===== config.mk =====
export PLATFORM = sky130hd
export DESIGN_NAME = sxd_exec
export DESIGN_NICKNAME = d
export VERILOG_FILES = /design/src/sxd_exec.v /design/src/sxd_logic_unit.v
export VERILOG_INCLUDE_DIRS = /design/src
export SDC_FILE = /design/constraint.sdc
export NUM_CORES = 1
export LEC_CHECK = 0
export BUFFER_PORTS_ARGS = -buffer_cell sky130_fd_sc_hd__buf_2
export CAP_MARGIN = 20
export CORE_ASPECT_RATIO = 1.4
export CORE_MARGIN = 2
export CORE_UTILIZATION = 35
export CTS_CLUSTER_DIAMETER = 200
export DETAILED_ROUTE_END_ITERATION = 12
export PLACE_DENSITY = 0.66
export SYNTH_ARGS = -nofsm -noshare
export SYNTH_HDL_FRONTEND = slang
export SYNTH_SLANG_ARGS = --single-unit

===== constraint.sdc =====
create_clock -name ref_clk -period 2.4 [get_ports ref_clk]
set_input_delay 0.48 -clock ref_clk [delete_from_list [all_inputs] [get_ports ref_clk]]
set_output_delay 0.48 -clock ref_clk [all_outputs]
set_load 0.02 [all_outputs]

===== src/sxd_defs.vh =====
// Constants for the swap, exclusive OR and direction load execution block.
// Assumes inclusion by the design, checker and bench files of this block.
`ifndef SXD_DEFS_VH
`define SXD_DEFS_VH

// ----------------------------------------------------------------------
// Operation codes
// ----------------------------------------------------------------------
`define SXD_OP_W           2
`define SXD_OP_NONE        2'h0
`define SXD_OP_SWAP        2'h1
`define SXD_OP_DIR         2'h2
`define SXD_OP_XOR         2'h3

// ----------------------------------------------------------------------
// Operand selectors and fields
// ----------------------------------------------------------------------
`define SXD_DIR_SEL_A      7'h05
`define SXD_DIR_SEL_B      7'h06
`define SXD_DIR_SEL_C      7'h07
`define SXD_NIB_HI_MSB     7
`define SXD_NIB_HI_LSB     4
`define SXD_NIB_LO_MSB     3
`define SXD_NIB_LO_LSB     0
`define SXD_DEST_ACC       1'h0
`define SXD_DEST_FILE      1'h1

// ----------------------------------------------------------------------
// Reset values
// ----------------------------------------------------------------------
`define SXD_ACC_RST        8'h00
`define SXD_DIR_RST        8'hFF
`define SXD_FLAG_RST       1'h0

`endif


===== src/sxd_exec.v =====
// Execution block for nibble swap, direction load and exclusive OR.
// Assumes the core supplies decoded operations and file read data in the
// same cycle, and writes back file data from file_wr_en/file_wr_data.
//
// What this block does
// RULE_01: Swap moves file bits 3:0 to 7:4 and 7:4 to 3:0, flags unchanged.
// RULE_02: Swap result goes to the accumulator for target 0, the file for 1.
// RULE_03: Direction load copies acc to port A, B, C for 5, 6, 7, no flags.
// RULE_04: Literal xor puts acc xor literal in acc, only all clear updates.
// RULE_05: File xor combines acc with file 0 to 127, only all clear updates.
// RULE_06: File xor result goes to the accumulator for target 0, file for 1.
// RULE_07: All clear is set when the xor result is zero, cleared otherwise.
`timescale 1ns/1ps
`include "sxd_defs.vh"

module sxd_exec
(
   ref_clk,
   sys_rst,
   op_valid,
   op_code,
   use_literal,
   result_target_bit,
   file_addr,
   literal_val,
   file_rd_data,
   file_wr_en,
   file_wr_addr,
   file_wr_data,
   acc_out,
   all_clear_flag,
   port_a_direction,
   port_b_direction,
   port_c_direction
);
   input  wire                 ref_clk;
   input  wire                 sys_rst;
   input  wire                 op_valid;
   input  wire [`SXD_OP_W-1:0] op_code;
   input  wire                 use_literal;
   input  wire                 result_target_bit;
   input  wire [6:0]           file_addr;
   input  wire [7:0]           literal_val;
   input  wire [7:0]           file_rd_data;
   output reg                  file_wr_en;
   output reg  [6:0]           file_wr_addr;
   output reg  [7:0]           file_wr_data;
   output wire [7:0]           acc_out;
   output wire                 all_clear_flag;
   output wire [7:0]           port_a_direction;
   output wire [7:0]           port_b_direction;
   output wire [7:0]           port_c_direction;

   // -------------------------------------------------------------------
   // State
   // -------------------------------------------------------------------
   reg  [7:0]           acc_reg;
   reg  [7:0]           acc_next;
   reg                  zero_reg;
   reg                  zero_next;
   reg                  wr_en_next;
   wire [2:0]           dir_hit;
   wire [23:0]          dir_all;
   wire [`SXD_OP_W-1:0] unit_op;
   wire [7:0]           result;
   wire                 result_zero;
   wire                 is_swap;
   wire                 is_dir;
   wire                 is_xor;
   wire                 to_file;

   // -------------------------------------------------------------------
   // Decoding
   // -------------------------------------------------------------------
   // One shared decode keeps an idle op_valid from starting anything,
   // whatever op_code happens to hold in that cycle.
   function op_match;
      input                 valid;
      input [`SXD_OP_W-1:0] code;
      input [`SXD_OP_W-1:0] want;
      begin
         op_match = valid && (code == want);
      end
   endfunction

   // Operands outside 5 to 7 select nothing, so a stray load is dropped.
   function [2:0] dir_select;
      input [6:0] addr;
      begin
         case (addr)
            `SXD_DIR_SEL_A:
               dir_select = 3'h1;
            `SXD_DIR_SEL_B:
               dir_select = 3'h2;
            `SXD_DIR_SEL_C:
               dir_select = 3'h4;
            default:
               dir_select = 3'h0;
         endcase
      end
   endfunction

   assign is_swap = op_match(op_valid, op_code, `SXD_OP_SWAP);
   assign is_dir  = op_match(op_valid, op_code, `SXD_OP_DIR);
   assign is_xor  = op_match(op_valid, op_code, `SXD_OP_XOR);
   assign dir_hit = dir_select(file_addr);
   assign unit_op = op_valid ? op_code : `SXD_OP_NONE;
   // Only the literal exclusive OR ignores the target bit; a swap honours
   // it even when use_literal is left high by the decoder.
   assign to_file = (result_target_bit == `SXD_DEST_FILE) &&
                    !(is_xor && use_literal);

   // -------------------------------------------------------------------
   // Result unit
   // -------------------------------------------------------------------
   sxd_logic_unit u_logic
   (
      .op          (unit_op),
      .acc         (acc_reg),
      .file_data   (file_rd_data),
      .literal_val (literal_val),
      .use_literal (use_literal),
      .result      (result),
      .result_zero (result_zero)
   );

   // -------------------------------------------------------------------
   // Accumulator
   // -------------------------------------------------------------------
   always @*
   begin
      acc_next = acc_reg;
      if ((is_swap || is_xor) && !to_file)
      begin
         acc_next = result; // RULE_02 RULE_06
      end
   end

   always @(posedge ref_clk)
   begin
      if (sys_rst)
      begin
         acc_reg <= `SXD_ACC_RST;
      end
      else
      begin
         acc_reg <= acc_next;
      end
   end

   // -------------------------------------------------------------------
   // All clear flag
   // -------------------------------------------------------------------
   // Swap and direction load leave the flag alone; only the exclusive OR
   // forms write it.
   always @*
   begin
      zero_next = zero_reg;
      if (is_xor)
      begin
         zero_next = result_zero; // RULE_04 RULE_05 RULE_07
      end
   end

   always @(posedge ref_clk)
   begin
      if (sys_rst)
      begin
         zero_reg <= `SXD_FLAG_RST;
      end
      else
      begin
         zero_reg <= zero_next;
      end
   end

   // -------------------------------------------------------------------
   // File write-back
   // -------------------------------------------------------------------
   // The strobe lasts one cycle; address and data follow every cycle so
   // the register file sees them settled together with the strobe.
   always @*
   begin
      wr_en_next = (is_swap || is_xor) && to_file; // RULE_02 RULE_06
   end

   always @(posedge ref_clk)
   begin
      if (sys_rst)
      begin
         file_wr_en   <= 1'h0;
         file_wr_addr <= 7'h00;
         file_wr_data <= 8'h00;
      end
      else
      begin
         file_wr_en   <= wr_en_next;
         file_wr_addr <= file_addr;
         file_wr_data <= result;
      end
   end

   // -------------------------------------------------------------------
   // Direction registers
   // -------------------------------------------------------------------
   // Directions reset to all ones so every port starts as an input.
   genvar g;
   generate
      for (g = 0; g < 3; g = g + 1)
      begin : g_dir
         reg [7:0] dir_reg;

         always @(posedge ref_clk)
         begin
            if (sys_rst)
            begin
               dir_reg <= `SXD_DIR_RST;
            end
            else if (is_dir && dir_hit[g])
            begin
               dir_reg <= acc_reg; // RULE_03
            end
         end

         assign dir_all[8*g+7:8*g] = dir_reg;
      end
   endgenerate

   // -------------------------------------------------------------------
   // Outputs
   // -------------------------------------------------------------------
   assign acc_out          = acc_reg;
   assign all_clear_flag   = zero_reg;
   assign port_a_direction = dir_all[7:0];
   assign port_b_direction = dir_all[15:8];
   assign port_c_direction = dir_all[23:16];
endmodule


===== src/sxd_logic_unit.v =====
// Combinational result unit: nibble swap and exclusive OR.
// Assumes operands are settled within the same core clock cycle.
`timescale 1ns/1ps
`include "sxd_defs.vh"

module sxd_logic_unit
(
   op,
   acc,
   file_data,
   literal_val,
   use_literal,
   result,
   result_zero
);
   input  wire [`SXD_OP_W-1:0] op;
   input  wire [7:0]           acc;
   input  wire [7:0]           file_data;
   input  wire [7:0]           literal_val;
   input  wire                 use_literal;
   output reg  [7:0]           result;
   output wire                 result_zero;

   wire [7:0] xor_src;

   assign xor_src = use_literal ? literal_val : file_data;

   always @*
   begin
      case (op)
         `SXD_OP_SWAP:
         begin
            result = {file_data[`SXD_NIB_LO_MSB:`SXD_NIB_LO_LSB],
                      file_data[`SXD_NIB_HI_MSB:`SXD_NIB_HI_LSB]}; // RULE_01
         end
         `SXD_OP_XOR:
         begin
            result = acc ^ xor_src; // RULE_04
         end
         default:
         begin
            result = acc;
         end
      endcase
   end

   assign result_zero = (result == 8'h00); // RULE_07
endmodule

==> results.yml <==
run_status:
  outcome: "complete, no violations"
clock_network:
  cts_max_path_buffers: 2
  cts_resized: 0
  cts_setup_buffers: 0
  cts_tree: "built"
  htreeDepth: 2
  holdBufCountCts: 0
  path_clk_slew_ns: 0.09
  numCtsBuffers: 5
  cts_root_buf: "clkbuf_8"
  clock-sinks: 49
  clkLatencyLatePin_ns: 0.30
logic_synthesis:
  syn_area_um2: 1970
  syn_nets: 245
  synth_warnings: 0
  yosysSeqAreaShare: 0.498
  synthCells: 215
  ys_seq_elements: 49
  synth_area_per_cell_um2: 9.16
  synth.distinct_cells: 27
worst_setup_path:
  cp_slowest_cell: "or4b_1"
  cp-start-kind: "input port"
  crit_buf_inv: 2
  critPathMaxFanout: 14
  worstPathRequired_ns: 2.65
  criticalPathCategory: "in -> reg"
  crit_chain: "buf_2, or4b_1, nor4_4, nand3b_2, buf_4, nor2_1, a211o_1"
  cpLargestDelayFamily: "simple AND/OR/NAND/NOR gates"
  worstPathArrival_ns: 2.25
  critPathMaxStageDelay_ns: 0.57
  critical_path.endpoint_type: "flip-flop"
sta:
  setup_ws_ns: 0.393
  fin_setup_tns_ns: 0
  finClkSkew_ns: 0.00588
  layout_min_cycle_time_ns: 2.01
  fin_crit_sh: 0.836
  rsz0062_at_grt: "no"
  finalHoldViolations: 0
  max_freq_mhz: 498
  hold_ws_ns: 0.391
  tightestPinTransition_ns: 0.849
  drv_slew: 0
  max-slew-margin-rel: 0.434
  setup_violations: 0
final_layout:
  fin_cells: 359
  drive_gt1_frac: 0.326
  regArea_um2: 981
  fillers: 543
  fin_util: 0.461
  n_antenna_cell: 0
  area_delta_synth_final_pct: 28.5
  stdcell_area_um2: 2530
  multi_input_area_um2: 893
  layout.nets: 320
pwr:
  p_int_mw: 1.18
  power_mw: 1.58
  seq_power_share: 0.538
  combPwrFrac: 0.132
  powerDensity_nw_per_um2: 625
  clockPowerShare: 0.330
  p_sw_uw: 405
  p_leak_nw: 1.06
  swShare: 0.256
  ir_drop_mv: 0.255
detailed_routing:
  antenna_left: 0
  routed_via_density: 5.01
  drtIter0Drc: 99
  wl_met2_um: 2440
  drc: 0
  dr.max_layer_used: "met4"
  first_pass_iters: 4
  wirelength_um: 4890
  vias: 1798
  drt-met1-wl_um: 2040
  wl_met3_um: 311
  avgRoutedWirePerCell_um: 13.6
placed_design:
  place.gp.congestion: 0.754
  place_inst: 351
  port_buffers: 78
  place_area_um2: 2430
  dp_slack_ns: 0.0691
  dp.final_hpwl_um: 3630
floorplan:
  chipHeight_um: 92.8
  dieArea_um2: 6250
  die_w_um: 67.4
  start_util: 0.359
  coreArea_um2: 5490
  ioPinCount: 79
  rows: 32
global_routing:
  grt_pass1_wl_um: 7560
  antenna_found_initial: 0
  grt_pass1_vias: 1605
  track_usage: 0.163
  grt_max_degree: 50
  grt_overflow_total: 0
flow_run:
  drv_cap: 0
min_path:
  hold_class: "in -> reg"
## synth_stat cells
library cell,instances,area [µm²]
nand3b_2,2,22.5
nor2_1,37,139
a21oi_1,15,75.1
buf_2,4,20.0
o22a_1,8,70.1
nor4_4,1,21.3
nand3_1,1,5.00
buf_4,1,7.51
or4_1,1,7.51
or4b_1,1,10.0
nor2b_1,9,56.3
inv_1,8,30.0
nand2b_1,1,6.26
nand2_1,14,52.6
nor3_1,1,5.00
dfxtp_1,49,981
nand4_1,1,6.26
clkbuf_1,10,37.5
o21ai_0,1,5.00
a211oi_1,1,7.51
and3_1,1,6.26
mux2i_1,8,80.1
xnor2_1,1,8.76
o31ai_1,1,7.51
a211o_1,24,210
nand3_2,1,10.0
o22ai_1,13,81.3
## per-layer routing
layer  GRT usage  up-vias
met1       0.187      822
li1            -      909
met2       0.280       59
met4      0.0612        0
met5           0        -
met3      0.0437        8
## cells by family (layout without fill, tap and decap cells)
| family | after synthesis | in the layout | share of synthesized area |
|---|---|---|---|
| multiplexers | 8 | 8 | 0.0407 |
| buffers and inverters | 23 | 99 | 0.0483 |
| AND/OR/NAND/NOR | 71 | 71 | 0.177 |
| AO/OA/AOI/OAI | 63 | 63 | 0.232 |
| flip-flops | 49 | 49 | 0.498 |
| XOR/XNOR | 1 | 1 | 0.00445 |
## state kept, by name, summed over array words and instances, names as in the netlist
signal	cells
acc_out	8
port_a_direction	8
all_clear_flag	1
file_wr_data	8
port_c_direction	8
file_wr_en	1
file_wr_addr	7
port_b_direction	8
## power by group through the flow
stage,combinational (mW),clock (mW),sequential (mW)
2_1_floorplan,0.102,0,0.899
3_3_place_gp,0.208,0,0.869
3_5_place_dp,0.210,0,0.870
4_1_cts,0.210,0.546,0.851
5_1_grt,0.230,0.575,0.855
6_report,0.209,0.522,0.851
## worst paths after layout
kind | slack [ns] | start | cells past startpoint | endpoint
max | 0.39 | file_addr[3] | 7 | port_b_direction[7]
min | 0.39 | file_addr[5] | 2 | file_wr_addr[5]
max reg2reg | 0.70 | acc_out[0] | 6 | all_clear_flag
min reg2reg | 0.46 | port_a_direction[0] | 1 | port_a_direction[0]
## final cells by class
cell class / instances / area share
Clock buffer: 7 / 0.0381
Clock inverter: 1 / 0.00198
Inverter: 8 / 0.0119
Multi-Input combinational cell: 143 / 0.353
Sequential cell: 49 / 0.388
Tap cell: 68 / 0.0336
Timing Repair Buffer: 83 / 0.174
## placed cells by master (no fill, tap or decap)
master,n
buf_2,78
dfxtp_1,49
nor2_1,37
a211o_1,24
a21oi_1,15
nand2_1,14
o22ai_1,13
nor2b_1,9
inv_1,8
mux2i_1,8
o22a_1,8
clkbuf_8,7
buf_4,4
nand3b_2,2
or4b_1,1
nor4_4,1
nand3_2,1
and3_1,1
xnor2_1,1
o31ai_1,1
nand3_1,1
o21ai_0,1
a211oi_1,1
nand4_1,1
or4_1,1
nand2b_1,1
nor3_1,1
clkinv_2,1
buf_12,1
## worst register-to-register path, delay by kind of cell, from the launching register on
| kind | cells | cell delay, ns |
|---|---|---|
| DFF | 1 | 0.43 |
| and+or+nand+nor | 3 | 0.64 |
| AOI/OAI and AO/OA | 3 | 0.56 |
Power figures use the tool's default switching activity.
